File: src/design/dbrt_map.vh
// Register map, reset values and timing constants of the display housekeeping block
`ifndef DBRT_MAP_VH
`define DBRT_MAP_VH
`define DBRT_ADDR_CONTRAST 10'h023
`define DBRT_ADDR_OPER_LVL 10'h024
`define DBRT_ADDR_STBY_DLY 10'h2ea
`define DBRT_ADDR_STBY_LVL 10'h2eb
`define DBRT_ADDR_FW_REL 10'h2ee
`define DBRT_ADDR_SERIAL 10'h2f2
`define DBRT_RST_CONTRAST 4'h5
`define DBRT_RST_OPER_LVL 4'h6
`define DBRT_RST_STBY_DLY 14'h0384
`define DBRT_RST_STBY_LVL 4'h0
`define DBRT_LVL_MAX 4'h9
`define DBRT_LVL_MIN 4'h0
`define DBRT_DLY_MIN 14'h003c
`define DBRT_DLY_MAX 14'h270f
`define DBRT_CLK_HZ 125000000
`define DBRT_TICK_CYCLES (`DBRT_CLK_HZ * 1)
`define DBRT_SEC_PER_TENTH_HR 12'h168
`define DBRT_SEC_LIMIT 32'h000f423f
`define DBRT_TENTHS_MAX 20'hf423f
`define DBRT_ROT_STEPS 3'h6
`endif

File: src/design/dbrt_top.v
// Display backlight, contrast, run-time counters and rotation indicator
`include "dbrt_map.vh"
module dbrt_top #(
  parameter TICK_CYCLES = `DBRT_TICK_CYCLES,
  parameter [15:0] FW_RELEASE = 16'h0064,
  parameter [31:0] UNIT_SERIAL = 32'h000186a0
)(
  input wire sys_clk,
  input wire rst_n,
  input wire [2:0] buttonIn,
  input wire identifyReq,
  input wire measuringActive,
  input wire [5:0] compViolation,
  input wire compRunClear,
  input wire [1:0] phaseSeq,
  input wire [2:0] timeSelect,
  input wire regWrite,
  input wire [9:0] regAddr,
  input wire [31:0] regWdata,
  output reg [31:0] regRdata_r,
  output reg [3:0] lcdContrast_r,
  output reg [3:0] backlightLevel_r,
  output reg [19:0] timeValue_r,
  output reg timeInHours_r,
  output reg [1:0] rotationDir_r,
  output reg [2:0] rotationPos_r
);
  // phaseSeq: 01 right-hand, 10 left-hand, other undetermined
  localparam [1:0] ROT_RIGHT = 2'h1;
  localparam [1:0] ROT_LEFT = 2'h2;
  localparam [1:0] ROT_NONE = 2'h0;
  localparam [1:0] BL_OPER = 2'h0;
  localparam [1:0] BL_STBY = 2'h1;
  localparam [1:0] BL_FLASH = 2'h2;

  reg rstSync1_r, rstSync2_r;
  wire rstN = rstSync2_r;
  always @(posedge sys_clk or negedge rst_n)
  begin
    if (!rst_n)
    begin
      rstSync1_r <= 1'b0;
      rstSync2_r <= 1'b0;
    end
    else
    begin
      rstSync1_r <= 1'b1;
      rstSync2_r <= rstSync1_r;
    end
  end

  // Two-stage synchronisers for all external level inputs except regWrite, regAddr and regWdata
  localparam SW = 17;
  wire [SW-1:0] asyncIn = {buttonIn, identifyReq, measuringActive, compViolation,
    compRunClear, phaseSeq, timeSelect};
  reg [SW-1:0] syncA_r, syncB_r;
  always @(posedge sys_clk or negedge rstN)
  begin
    if (!rstN)
    begin
      syncA_r <= {SW{1'b0}};
      syncB_r <= {SW{1'b0}};
    end
    else
    begin
      syncA_r <= asyncIn;
      syncB_r <= syncA_r;
    end
  end
  wire [2:0] btnS = syncB_r[16:14];
  wire identS = syncB_r[13];
  wire measS = syncB_r[12];
  wire [5:0] violS = syncB_r[11:6];
  wire clrS = syncB_r[5];
  wire [1:0] phaseS = syncB_r[4:3];
  wire [2:0] selS = syncB_r[2:0];

  reg [2:0] btnPrev_r;
  reg clrPrev_r;
  wire btnPress = |(btnS & ~btnPrev_r);
  wire clrPulse = clrS & ~clrPrev_r;

  function [3:0] clampLvl;
    input [31:0] v;
    begin
      clampLvl = (v > 32'h9) ? `DBRT_LVL_MAX : v[3:0];
    end
  endfunction

  // One-second tick
  reg [31:0] tickCnt_r;
  reg tick_r;
  always @(posedge sys_clk or negedge rstN)
  begin
    if (!rstN)
    begin
      tickCnt_r <= 32'h0;
      tick_r <= 1'b0;
    end
    else if (tickCnt_r >= TICK_CYCLES - 1)
    begin
      tickCnt_r <= 32'h0;
      tick_r <= 1'b1;
    end
    else
    begin
      tickCnt_r <= tickCnt_r + 32'h1;
      tick_r <= 1'b0;
    end
  end

  // Register file
  reg [3:0] operLvl_r, stbyLvl_r;
  reg [13:0] stbyDly_r;
  always @(posedge sys_clk or negedge rstN)
  begin
    if (!rstN)
    begin
      lcdContrast_r <= `DBRT_RST_CONTRAST;
      operLvl_r <= `DBRT_RST_OPER_LVL;
      stbyLvl_r <= `DBRT_RST_STBY_LVL;
      stbyDly_r <= `DBRT_RST_STBY_DLY;
    end
    else if (regWrite)
    begin
      case (regAddr)
        `DBRT_ADDR_CONTRAST: lcdContrast_r <= clampLvl(regWdata);
        `DBRT_ADDR_OPER_LVL: operLvl_r <= clampLvl(regWdata);
        `DBRT_ADDR_STBY_LVL: stbyLvl_r <= clampLvl(regWdata);
        `DBRT_ADDR_STBY_DLY:
        begin
          if (regWdata < {18'h0, `DBRT_DLY_MIN})
            stbyDly_r <= `DBRT_DLY_MIN;
          else if (regWdata > {18'h0, `DBRT_DLY_MAX})
            stbyDly_r <= `DBRT_DLY_MAX;
          else
            stbyDly_r <= regWdata[13:0];
        end
        default: ;
      endcase
    end
  end

  always @(posedge sys_clk or negedge rstN)
  begin
    if (!rstN)
      regRdata_r <= 32'h0;
    else
      case (regAddr)
        `DBRT_ADDR_CONTRAST: regRdata_r <= {28'h0, lcdContrast_r};
        `DBRT_ADDR_OPER_LVL: regRdata_r <= {28'h0, operLvl_r};
        `DBRT_ADDR_STBY_LVL: regRdata_r <= {28'h0, stbyLvl_r};
        `DBRT_ADDR_STBY_DLY: regRdata_r <= {18'h0, stbyDly_r};
        `DBRT_ADDR_FW_REL: regRdata_r <= {16'h0, FW_RELEASE};
        `DBRT_ADDR_SERIAL: regRdata_r <= UNIT_SERIAL;
        default: regRdata_r <= 32'h0;
      endcase
  end

  // Backlight state and inactivity timer
  reg [1:0] blState_r;
  reg [13:0] idleSec_r;
  reg flashPhase_r;
  always @(posedge sys_clk or negedge rstN)
  begin
    if (!rstN)
    begin
      blState_r <= BL_OPER;
      idleSec_r <= 14'h0;
      flashPhase_r <= 1'b0;
      btnPrev_r <= 3'h0;
      clrPrev_r <= 1'b0;
    end
    else
    begin
      btnPrev_r <= btnS;
      clrPrev_r <= clrS;
      if (tick_r)
        flashPhase_r <= ~flashPhase_r;
      if (btnPress)
        idleSec_r <= 14'h0;
      else if (tick_r && idleSec_r < stbyDly_r)
        idleSec_r <= idleSec_r + 14'h1;
      case (blState_r)
        BL_OPER:
          if (identS)
            blState_r <= BL_FLASH;
          else if (!btnPress && idleSec_r >= stbyDly_r)
            blState_r <= BL_STBY;
        BL_STBY:
          if (identS)
            blState_r <= BL_FLASH;
          else if (btnPress)
            blState_r <= BL_OPER;
        BL_FLASH:
          if (!identS)
            blState_r <= BL_OPER;
        default: blState_r <= BL_OPER;
      endcase
    end
  end

  always @(posedge sys_clk or negedge rstN)
  begin
    if (!rstN)
      backlightLevel_r <= `DBRT_RST_OPER_LVL;
    else
    begin
      case (blState_r)
        BL_OPER: backlightLevel_r <= operLvl_r;
        BL_STBY: backlightLevel_r <= stbyLvl_r;
        BL_FLASH: backlightLevel_r <= flashPhase_r ? `DBRT_LVL_MAX : `DBRT_LVL_MIN;
        default: backlightLevel_r <= operLvl_r;
      endcase
    end
  end

  // Operating hours in tenths; no clear path
  reg [11:0] opSec_r;
  reg [19:0] opTenths_r;
  always @(posedge sys_clk or negedge rstN)
  begin
    if (!rstN)
    begin
      opSec_r <= 12'h0;
      opTenths_r <= 20'h0;
    end
    else if (tick_r && measS)
    begin
      if (opSec_r == `DBRT_SEC_PER_TENTH_HR - 12'h1)
      begin
        opSec_r <= 12'h0;
        if (opTenths_r < `DBRT_TENTHS_MAX)
          opTenths_r <= opTenths_r + 20'h1;
      end
      else
        opSec_r <= opSec_r + 12'h1;
    end
  end

  // Comparator run-time accumulators, seconds
  reg [31:0] compSec_r [0:5];
  integer i;
  always @(posedge sys_clk or negedge rstN)
  begin
    if (!rstN)
      for (i = 0; i < 6; i = i + 1)
        compSec_r[i] <= 32'h0;
    else if (clrPulse)
      for (i = 0; i < 6; i = i + 1)
        compSec_r[i] <= 32'h0;
    else if (tick_r)
      for (i = 0; i < 6; i = i + 1)
        if (violS[i] && compSec_r[i] != 32'hffffffff)
          compSec_r[i] <= compSec_r[i] + 32'h1;
  end

  // Time display selector
  reg [31:0] selSec;
  reg [31:0] selTenths;
  always @*
  begin
    selSec = 32'h0;
    selTenths = 32'h0;
    if (selS >= 3'h1 && selS <= 3'h6)
    begin
      selSec = compSec_r[selS - 3'h1];
      selTenths = selSec / {20'h0, `DBRT_SEC_PER_TENTH_HR};
    end
  end

  always @(posedge sys_clk or negedge rstN)
  begin
    if (!rstN)
    begin
      timeValue_r <= 20'h0;
      timeInHours_r <= 1'b1;
    end
    else if (selS == 3'h0 || selS == 3'h7)
    begin
      timeValue_r <= opTenths_r;
      timeInHours_r <= 1'b1;
    end
    else if (selSec < `DBRT_SEC_LIMIT)
    begin
      timeValue_r <= selSec[19:0];
      timeInHours_r <= 1'b0;
    end
    else
    begin
      timeValue_r <= (selTenths > {12'h0, `DBRT_TENTHS_MAX}) ?
        `DBRT_TENTHS_MAX : selTenths[19:0];
      timeInHours_r <= 1'b1;
    end
  end

  // Phase-rotation indicator
  always @(posedge sys_clk or negedge rstN)
  begin
    if (!rstN)
    begin
      rotationDir_r <= ROT_NONE;
      rotationPos_r <= 3'h0;
    end
    else
    begin
      rotationDir_r <= (phaseS == ROT_RIGHT || phaseS == ROT_LEFT) ? phaseS : ROT_NONE;
      if (tick_r && phaseS == ROT_RIGHT)
        rotationPos_r <= (rotationPos_r == `DBRT_ROT_STEPS - 3'h1) ?
          3'h0 : rotationPos_r + 3'h1;
      else if (tick_r && phaseS == ROT_LEFT)
        rotationPos_r <= (rotationPos_r == 3'h0) ?
          `DBRT_ROT_STEPS - 3'h1 : rotationPos_r - 3'h1;
    end
  end
endmodule // dbrt_top

File: config.mk
export PLATFORM = sky130hd
export DESIGN_NAME = dbrt_top
export DESIGN_NICKNAME = d
export VERILOG_FILES = /design/src/design/dbrt_top.v
export VERILOG_INCLUDE_DIRS = /design/src /design/src/design
export SDC_FILE = /design/constraint.sdc
export NUM_CORES = 1
export LEC_CHECK = 0
export ABC_AREA = 1
export BUFFER_PORTS_ARGS = -buffer_cell sky130_fd_sc_hd__buf_2
export CAP_MARGIN = 10
export CORE_UTILIZATION = 47
export DETAILED_ROUTE_END_ITERATION = 12
export GPL_TIMING_DRIVEN = 1
export MAX_ROUTING_LAYER = met4
export SETUP_SLACK_MARGIN = 0.3
export SLEW_MARGIN = 5
export SYNTH_ARGS = -nofsm -noshare
export SYNTH_HDL_FRONTEND = slang
export SYNTH_SLANG_ARGS = --single-unit
File: constraint.sdc
create_clock -name sys_clk -period 27.7 [get_ports sys_clk]
set_clock_uncertainty 0.15 [all_clocks]
set_input_delay 4.155 -clock sys_clk [delete_from_list [all_inputs] [get_ports sys_clk]]
set_output_delay 4.155 -clock sys_clk [all_outputs]
set_load 0.005 [all_outputs]
After elaboration in Yosys (flattened, before gate mapping)
Index checks and enable logic that the tools add are counted.
- shifts and indexed selects: 0
- divide/modulo/power cells: 1
- multipliers: 0
- $add $sub $neg: 13
- reduce and logical (&&, ||, !) cells: 40
- magnitude comparators: 12
- equality and inequality tests: 22
- mux-type cells: 40
- bitwise logic cells: 6
- operators by type and width (operator ; number):
    $mux 192 ; 2
    $mux 32 ; 11
    $add 32x1->32 const B ; 7
    $ne 32x32->1 const B ; 6
    $pmux 17 s6 ; 1
    $bmux 32 s3 ; 1
    $mux 20 ; 3
    $mux 14 ; 4
    $eq 10x10->1 const B ; 4
    $div 32x9->32 const B ; 1
    $ge 32x27->1 const B ; 1
    $gt 32x14->1 const B ; 1
    $gt 32x20->1 const B ; 1
    $gt 32x4->1 const B ; 1
    $lt 32x20->1 const B ; 1
    $lt 32x6->1 const B ; 1
    $add 20x1->20 const B ; 1
    $eq 10x6->1 const B ; 2
    $lt 20x20->1 const B ; 1
    $reduce_and 2->1 ; 10
    $reduce_bool 2->1 ; 9
    $add 14x1->14 const B ; 1
    $ge 14x14->1 ; 1
    $lt 14x14->1 ; 1
    31 further kinds ; 62
- memories: 0
- word-level logic and storage cells: 163
- ROM bits: 0
- input port bits: 62
- latch bits: 0
- flip-flop bits (word level): 402
- RAM bits: 0
- output and inout port bits: 66

Depth between registers and ports, before layout
Gate-level depths: netlist (run 1).
- word-level depth: 11
- mapped depth: 167
- gate-level depth less buffers: 159

Least setup slack after synthesis (run 1)
OpenSTA, ideal clock, no wires.
- path kind: register to register
- start point: register syncB_r[0]
- end point: register timeValue_r[0]
- data arrival time: 14.816 ns
- setup time: 0.077 ns
- clock period less this slack: 15.043 ns
- slack: 12.657 ns
- path buffers: 9
- required time: 27.473 ns
- stages on the path, launching flop included: 138
- cell sequence: dfrtp_1 > inv_1 > buf_4 > clkbuf_1 > clkbuf_1 > clkbuf_1 > clkbuf_1 > clkbuf_1 > ha_1 > buf_6 > inv_6 > buf_12 > nand2_2 > nand3_1 > nand2_2 > a21oi_2 > nand2_1 > nand2_2 > [102 not listed] > nand3_4 > nand2_1 > nand2_2 > inv_2 > a21oi_4 > nand2_4 > nand2_2 > nand2_2 > nor2_1 > nand3_2 > nand2_2 > inv_2 > nor2_1 > xor2_1 > nand2_1 > nand3_1 > nand2_1 > a21oi_1
- word-level cells in the longest chain between the ends: 11
- elaborated cells on any way between the ends: 19
- those cells by class: add/sub: 1; div: 1; order compare: 4; eq/ne: 1; mux: 8; bitwise: 1; reduce/logical: 3
- ends and longest elaborated chain (what ; RTL line ; source):
    start, declared ; dbrt_top.v:56 ; reg [SW-1:0] syncA_r, syncB_r;
    start signal, assigned ; dbrt_top.v:62 ; syncB_r <= {SW{1'b0}};
    start signal, assigned ; dbrt_top.v:67 ; syncB_r <= syncA_r;
    $sub 3x1->3 ; dbrt_top.v:267 ; selSec = compSec_r[selS - 3'h1];
    $not 3->4 (implied by the code) ; dbrt_top.v:267 ;
    $bmux 32 s3 ; dbrt_top.v:267 ;
    $mux 32 (implied by the code) (2 in series) ; dbrt_top.v:267 ;
    $div 32x9->32 ; dbrt_top.v:268 ; selTenths = selSec / {20'h0, `DBRT_SEC_PER_TENTH_HR};
    $mux 32 ; dbrt_top.v:265 ; if (selS >= 3'h1 && selS <= 3'h6)
    $gt 32x20->1 ; dbrt_top.v:291 ; timeValue_r <= (selTenths > {12'h0, `DBRT_TENTHS_MAX}) ?
    $mux 20 ; dbrt_top.v:291 ;
    $mux 20 ; dbrt_top.v:284 ; else if (selSec < `DBRT_SEC_LIMIT)
    $mux 20 * ; dbrt_top.v:279 ; else if (selS == 3'h0 || selS == 3'h7)
    end signal, assigned ; dbrt_top.v:281 ; timeValue_r <= opTenths_r;
    end signal, assigned ; dbrt_top.v:286 ; timeValue_r <= selSec[19:0];
    end signal, assigned ; dbrt_top.v:291 ;
    end, declared ; dbrt_top.v:23 ; output reg [19:0] timeValue_r,
Mark *: on every way between the ends. The rest lies on a longest branch, timed or not. The select of a mux whose other input is x is not followed.
A chain may end at the register's enable or synchronous reset.

Worst setup path in the final report (run 1)
Same ends and word-level chain as after synthesis.

==> results of run 1 <==
[per-stage QoR]
| step | cells | util | hold slack, ps | worst slack (ps) |
|---|---|---|---|---|
| 6_report | 4509 | 0.5257 | 190.9 | 11070 |
| 5_1_grt | 4509 | 0.5257 | 201.6 | 9382 |
| 4_1_cts | 4509 | 0.5257 | 193.0 | 11240 |
| 3_5_place_dp | 4425 | 0.4974 | 184.7 | 11290 |
| 3_3_place_gp | 4425 | 0.4974 | 181.2 | 11440 |
| 2_1_floorplan | 3626 | - | 181.2 | 12660 |
[sequential cells by signal, indices dropped and copies added, names as in the netlist, 4 cells and up]
signal / count
tickCnt_r: 32
opTenths_r: 20
operLvl_r: 4
syncB_r: 17
regRdata_r: 15
stbyDly_r: 14
stbyLvl_r: 4
lcdContrast_r: 4
timeValue_r: 20
compSec_r: 192
opSec_r: 12
backlightLevel_r: 4
idleSec_r: 14
syncA_r: 17
[routing by layer]
layer,part of all wire,vias to the layer above,track usage
li1,-,12173,-
met5,0,-,-
met4,0.025,0,0.07365
met2,0.44,508,0.3972
met3,0.049,109,0.03317
met1,0.48,11236,0.3788
[layout by cell type, fill, tap and decap left out, types with 23 or more instances in the layout]
master	count
nand2_1	628
inv_1	462
dfrtp_1	372
nor2_1	311
nand3_1	271
o21ai_0	250
a21oi_1	224
nand2_2	150
nor3_1	141
buf_2	111
nand4_1	88
nand2_4	86
inv_2	57
nor4_1	52
clkbuf_16	46
xor2_1	45
ha_1	32
nand3_2	31
nor2_4	24
a22oi_1	23
[worst max-delay path, delay by kind of cell, from the launching register on]
kind	cells	cell delay [ps]
compound gates	6	1230
fa+ha+maj	1	330
buf+inv	12	1740
flops	1	590
simple gates	117	12350
[cells by family (layout without fill, tap and decap cells)]
kind of cell               count (synthesis)  in the layout  synth area share
other                                      2             22         0.0002799
adders and majority gates                 32             32           0.01492
and+or+nand+nor                         1870           1870            0.3727
DFF                                      385            385            0.3596
AOI/OAI and AO/OA                        640            640            0.1382
buffers and inverters                    625            752           0.09741
xor gates and xnor gates                  52             52           0.01697
[how the worst min path moves through the flow]
stage	startpoint	end	cells after the start
finish	syncA_r[9]	syncB_r[9]	0
global route	syncA_r[4]	syncB_r[4]	0
CTS	syncA_r[9]	syncB_r[9]	0
detailed placement	syncA_r[16]	syncB_r[16]	0
global placement	syncA_r[11]	syncB_r[11]	0
floorplan	rstSync1_r	rstN	0
[final cells by class]
class	instances	area share
Clock buffer	61	0.04344
Timing Repair Buffer	129	0.02330
Clock inverter	23	0.01034
Inverter	539	0.07079
Multi-Input combinational cell	2616	0.4945
Sequential cell	385	0.3257
Tap cell	756	0.03191
==> impl_metrics.yaml, run 1 <==
placement:
  portBuffers: 111
  place_hpwl_mm: 56.09
  routabilityCongestion: 0.9344
  placed_area_um2: 28050
sta:
  setup_violations: 0
  post-route-min-period_ps: 16630
  rsz0062_at_grt: "false"
  tns_ps: 0
  max_slew.worst_pin.slew_ps: 1088
  maxSlewViolCount: 0
  hold_viol_final: 0
  slew_headroom: 0.2748
  fin_crit_sh: 0.6003
  max_freq_ghz: 0.06014
clock_network:
  cts_sinks: 385
  htreeDepth: 2
  cts_buffers: 45
  insertion_delay_ps: 590
  cts-hold-fix-buffers: 0
  clk_pin_slew_ps: 60
  cts_resized: 0
  post-cts-setup-buffer-count: 0
  cts_tree: "built"
  ctsLongestPathBuffers: 3
  root_buffer: "clkbuf_16"
logic_synthesis:
  synth_most_common_cell: "nand2_1"
  yosys-top-cells-count: "nand2_1, inv_1, dfrtp_1, nor2_1, nand3_1"
  yosys.area.top_type: "dfrtp_1"
  synth_flop_cell: "dfrtp_1"
  netlist_instances: 3606
  netlist-cell-type-count: 74
  synth_edf_count: 0
  yosysTopAreaCellShare: 0.3488
  synth-seq-area-share: 0.3596
  netlist_area_um2: 26830
  yosysWarnings: 0
  yosys-top-cells-area: "dfrtp_1, nand2_1, inv_1"
  ys_ff_latch: 385
  syn_avg_cell_area_um2: 7.441
  ys_async_sr_fraction: 1.000
cells_and_area:
  fin_nets: 3810
  stdcell_area_um2: 29640
  multi_input_area_um2: 14660
  drive_gt1_frac: 0.1759
  antenna_cells: 0
  fillCellCount: 5598
  syn2layout_area_growth_pct: 10.47
  seq_area_um2: 9656
hold_path:
  hold_class: "flip-flop to flip-flop"
setup_path:
  slowest_delay_ps: 590
  rrSetupSlack_ps: 11070
  crit_path_start_kind: "flip-flop"
  critPathArrivalTime_ps: 16950
  worstSetupPathType: "flip-flop to flip-flop"
  r2r-start: "syncB_r[0]"
  crit_required_ps: 28020
  path_max_fanout: 58
  ff2ff_path_depth: 136
  worstReg2RegEnd: "timeValue_r[0]"
  crit_end: "timeValue_r[0]"
  worst_setup_path_end_kind: "flip-flop"
  critPathLaunch: "syncB_r[0]"
  slowest_stage: "dfrtp_4"
  path_common_cell: "nand2_2"
detailed_routing:
  drtIter0Drc: 1921
  drc: 0
  antenna_left: 0
  detail_route.wl_per_cell_um: 16.38
  via_per_inst: 5.328
  num_vias: 24026
  wirelength_mm: 73.87
  firstDrtPassIters: 6
floorplan:
  core_area_um2: 56390
  rows: 87
  die_width_um: 240.9
  die_area_um2: 58050
  ios: 128
  initial_core_util: 0.4759
  die_y_um: 240.9
global_routing:
  track_usage: 0.2663
  grt_pass1_wl_mm: 120.3
  grt_max_degree: 88
  grt_pass1_vias: 22693
  overflow: 0
  grt_antenna_before_repair: 0
flow_run:
  drv_cap: 0
run_status:
  status: "complete, no violations"
Power of run 1 is not shown: default switching activity piles up to over one toggle a cycle in this logic, so the estimate is an artifact.
==> inputs of run 2 (changes only) <==
Settings changed: PLACE_DENSITY set to 0.66.
Clock period 27.7 ns to 14.45 ns, I/O delays scaled along.
==> impl_metrics.yaml, run 2 (synthesized netlist as in run 1, its figures left out) <==
detailed_routing:
  via_per_inst: 5.313
  firstDrtPassIters: 7
  drc: 0
  antenna_left: 0
  detail_route.wl_per_cell_um: 15.46
  wirelength_mm: 72.69
  num_vias: 24978
  drtIter0Drc: 1797
global_routing:
  overflow: 0
  grt_util_met2: 0.4046
  grt_pass1_wl_mm: 116.4
  grt_use_met1: 0.3474
  grt_pass1_vias: 22934
  grt_busiest_layer: "met2"
  track_usage: 0.2533
  grt_antenna_before_repair: 0
  grt_max_degree: 153
  gr-usage-met3: 0.02539
clock_network:
  cts_sinks: 385
  htreeDepth: 2
  cts_tree: "built"
  insertion_delay_ps: 580
  clk_pin_slew_ps: 60
  cts_buffers: 43
  ctsLongestPathBuffers: 3
  root_buffer: "clkbuf_16"
floorplan:
  die_width_um: 240.9
  initial_core_util: 0.4759
  die_y_um: 240.9
  core_area_um2: 56390
  ios: 128
  rows: 87
  die_area_um2: 58050
cells_and_area:
  top_register: "compSec_r"
  antenna_cells: 0
  largest_reg_flops: 192
  layout_commonest_cell: "nand2_1"
  fin_cells: 4701
  layout_common_cells: "nand2_1, inv_1, dfrtp_1"
  drive_gt1_frac: 0.2426
  syn2layout_area_growth_pct: 19.91
  fin_nets: 4005
  reg.largest.list: "compSec_r x192, tickCnt_r x32"
placement:
  place_hpwl_mm: 54.05
  routabilityCongestion: 0.9169
  portBuffers: 111
  dp_cells: 4562
setup_path:
  slowest_stage: "dfrtp_4"
  worst_setup_path_end_kind: "flip-flop"
  ff2ff_path_depth: 127
  worstSetupPathType: "flip-flop to flip-flop"
  slowest_delay_ps: 440
  crit_end: "timeValue_r[0]"
  critPathLaunch: "syncB_r[0]"
  crit_path_start_kind: "flip-flop"
  path_max_fanout: 8
  worstReg2RegEnd: "timeValue_r[0]"
  critPathArrivalTime_ps: 15060
  rrSetupSlack_ps: -260
  path_common_cell: "nand2_4"
  r2r-start: "syncB_r[0]"
  crit_required_ps: 14800
sta:
  slew_headroom: 0.2721
  max_freq_ghz: 0.06799
  setup_slack_ps: -257.1
  fin_crit_sh: 1.018
  hold_viol_final: 0
  post-route-min-period_ps: 14710
  maxSlewViolCount: 0
  max_slew.worst_pin.slew_ps: 1092
  rsz0062_at_grt: "true"
  setup_violations: 2
flow_run:
  drv_cap: 0
run_status:
  status: "finished with violations"
  violations: "setup timing"
hold_path:
  hold_class: "flip-flop to asynchronous set/reset pin"
==> run 2: stage by stage <==
stage / TNS [ps] / area (um2) / worst slack (ps) / utilization / hold WS (ps)
after floorplan: 0 / 27040 / 23.83 / - / 181.2
after global placement: 0 / 29220 / 47.21 / 0.5182 / 26.15
after detailed placement: -422.8 / 29220 / -296.1 / 0.5182 / 27.77
after CTS: 0 / 30990 / 73.56 / 0.5497 / 25.58
after global routing: -3689 / 32170 / -1463 / 0.5706 / 39.98
final: -322.0 / 32170 / -257.1 / 0.5706 / 14.59
==> run 2: worst min-delay path by stage <==
stage | startpoint | to | slack [ps] | depth (start not counted)
2_1_floorplan | rstSync1_r | rstN | 180 | 0
3_3_place_gp | rstN | tickCnt_r[0] | 30 | 0
3_5_place_dp | rstN | tickCnt_r[0] | 30 | 0
4_1_cts | rstN | tickCnt_r[0] | 30 | 0
5_1_grt | rstN | tickCnt_r[0] | 40 | 0
6_report | rstN | tickCnt_r[0] | 10 | 0
==> run 2: metal layers <==
layer / up-vias / share of wire
li1: 12533 / -
met1: 11709 / 0.45
met2: 618 / 0.47
met3: 118 / 0.047
met4: 0 / 0.024
met5: - / 0
==> run 2: area by class of cell <==
type	count	area (um2)
Clock buffer	61	1274
Fill cell	5368	24210
Tap cell	756	945.9
Multi-Input combinational cell	2617	15580
Inverter	539	2123
Clock inverter	18	296.5
Timing Repair Buffer	325	2293
Sequential cell	385	9656
==> run 2: what timing repair did <==
action	CTS	global route
hold buffers	0	0
setup endpoints to repair	3	4
gates cloned	0	3
pin swaps	13	82
buffers inserted	14	43
resized for setup	24	166
==> run 2: critical path, delay by kind of cell, from the launching register on <==
kind | cells | cell delay [ps]
buffers and inverters | 18 | 1700
XOR/XNOR | 2 | 340
AO/OA/AOI/OAI | 5 | 1060
adder cells (fa/ha/maj) | 1 | 340
flip-flops | 1 | 440
AND/OR/NAND/NOR | 101 | 10560
Power of run 2 is left out for the same reason.
==> inputs of run 3 (changes only) <==
Settings changed: BUFFER_PORTS_ARGS -buffer_cell sky130_fd_sc_hd__buf_2 to -buffer_cell sky130_fd_sc_hd__clkbuf_2.
==> impl_metrics.yaml, run 3 (synthesized netlist as in run 1, its figures left out) <==
floorplan:
  initial_core_util: 0.4759
  die_width_um: 240.9
  core_area_um2: 56390
  ios: 128
  die_area_um2: 58050
  rows: 87
  die_y_um: 240.9
sta:
  max_slew.worst_pin.slew_ps: 1020
  rsz0062_at_grt: "true"
  setup_violations: 2
  maxSlewViolCount: 0
  hold_viol_final: 0
  slew_headroom: 0.3180
  setup_slack_ps: -286.6
  post-route-min-period_ps: 14740
  max_freq_ghz: 0.06786
  fin_crit_sh: 1.020
cells_and_area:
  largest_reg_flops: 192
  reg.largest.list: "compSec_r x192, tickCnt_r x32"
  top_register: "compSec_r"
  fin_cells: 4681
  layout_commonest_cell: "nand2_1"
  drive_gt1_frac: 0.2324
  layout_common_cells: "nand2_1, inv_1, dfrtp_1"
  syn2layout_area_growth_pct: 18.19
  fillCellCount: 5377
  seq_area_um2: 9656
  fin_nets: 3984
  multi_input_area_um2: 15410
  antenna_cells: 0
placement:
  dp_cells: 4537
  portBuffers: 111
  routabilityCongestion: 0.9425
  place_ws_ps: -294.0
  place_hpwl_mm: 54.48
clock_network:
  insertion_delay_ps: 610
  cts_sinks: 385
  root_buffer: "clkbuf_16"
  cts_buffers: 45
  htreeDepth: 2
  ctsLongestPathBuffers: 3
  cts_tree: "built"
  cts-hold-fix-buffers: 0
  clk_pin_slew_ps: 60
detailed_routing:
  detail_route.wl_per_cell_um: 15.83
  drtIter0Drc: 1790
  num_vias: 25019
  firstDrtPassIters: 7
  via_per_inst: 5.345
  antenna_left: 0
  drc: 0
  wirelength_mm: 74.12
run_status:
  status: "finished with violations"
  violations: "setup timing"
flow_run:
  drv_cap: 0
setup_path:
  worst_setup_path_end_kind: "flip-flop"
  slowest_delay_ps: 500
  crit_required_ps: 14830
  critPathArrivalTime_ps: 15110
  path_max_fanout: 8
  slowest_stage: "dfrtp_4"
  worstSetupPathType: "flip-flop to flip-flop"
  crit_path_start_kind: "flip-flop"
  path_common_cell: "nand2_4"
global_routing:
  grt_pass1_vias: 23659
  overflow: 0
  grt_antenna_before_repair: 0
  track_usage: 0.2639
  grt_max_degree: 74
  grt_pass1_wl_mm: 120.4
hold_path:
  hold_class: "flip-flop to flip-flop"
run 3: cell count changes in the layout (fill, tap and decap cells not counted), moves of 7 or more:
cell | before | now
nand2_4 | 118 | 105
clkbuf_1 | 5 | 12
buf_2 | 111 | 0
clkbuf_2 | 0 | 111
nand2_1 | 589 | 600
buf_4 | 199 | 181
run 3: path summary, 6_finish.rpt:
path,from,to,slack [ps],cells past startpoint
max,syncB_r[0],timeValue_r[0],-290,131
min,syncA_r[6],syncB_r[6],200,0
max reg2reg,syncB_r[0],timeValue_r[0],-290,131
min reg2reg,syncA_r[6],syncB_r[6],200,0
max in group asynchronous,rstN,stbyDly_r[12],11000,3
min in group asynchronous,rstN,tickCnt_r[0],260,0
run 3: stage by stage:
| stage | hold WS (ps) | setup TNS [ps] | utilization | area, um2 |
|---|---|---|---|---|
| 3_3_place_gp | 182.2 | -7.273 | 0.5144 | 29000 |
| 2_1_floorplan | 181.2 | 0 | - | 27040 |
| 6_report | 196.3 | -379.0 | 0.5624 | 31710 |
| 4_1_cts | 197.8 | 0 | 0.5547 | 31280 |
| 3_5_place_dp | 184.7 | -408.1 | 0.5144 | 29000 |
| 5_1_grt | 202.5 | -3652 | 0.5624 | 31710 |
run 3: area by class of cell:
| class | count | share of cell area |
|---|---|---|
| clock buffer | 74 | 0.04466 |
| clock inverter | 8 | 0.003748 |
| inverter | 539 | 0.06656 |
| multi-input combinational | 2617 | 0.4858 |
| sequential | 385 | 0.3045 |
| tap | 756 | 0.02983 |
| timing repair buffer | 301 | 0.06470 |
| timing repair inverter | 1 | 0.0001973 |
run 3: what timing repair did:
action,4_1_cts,5_1_grt
resized for setup,90,56
setup buffers,38,21
pin swaps,63,46
endpoints found under the setup margin,2,4
gates cloned,3,0
run 3: metal layers:
metal | routed length, um | vias up | track usage
met3 | 3533 | 123 | 0.03042
met2 | 35700 | 602 | 0.4319
met4 | 1886 | 0 | 0.07480
met1 | 33000 | 11756 | 0.3444
li1 | - | 12538 | -
met5 | 0 | - | -
run 3: worst max-delay path: cells and delay by family (launching register included):
kind,cells,cell delay (ps)
buf+inv,11,890
flops,1,500
compound gates,7,1170
xor+xnor,1,150
fa+ha+maj,1,250
simple gates,111,11490
Power of run 3 is left out for the same reason.
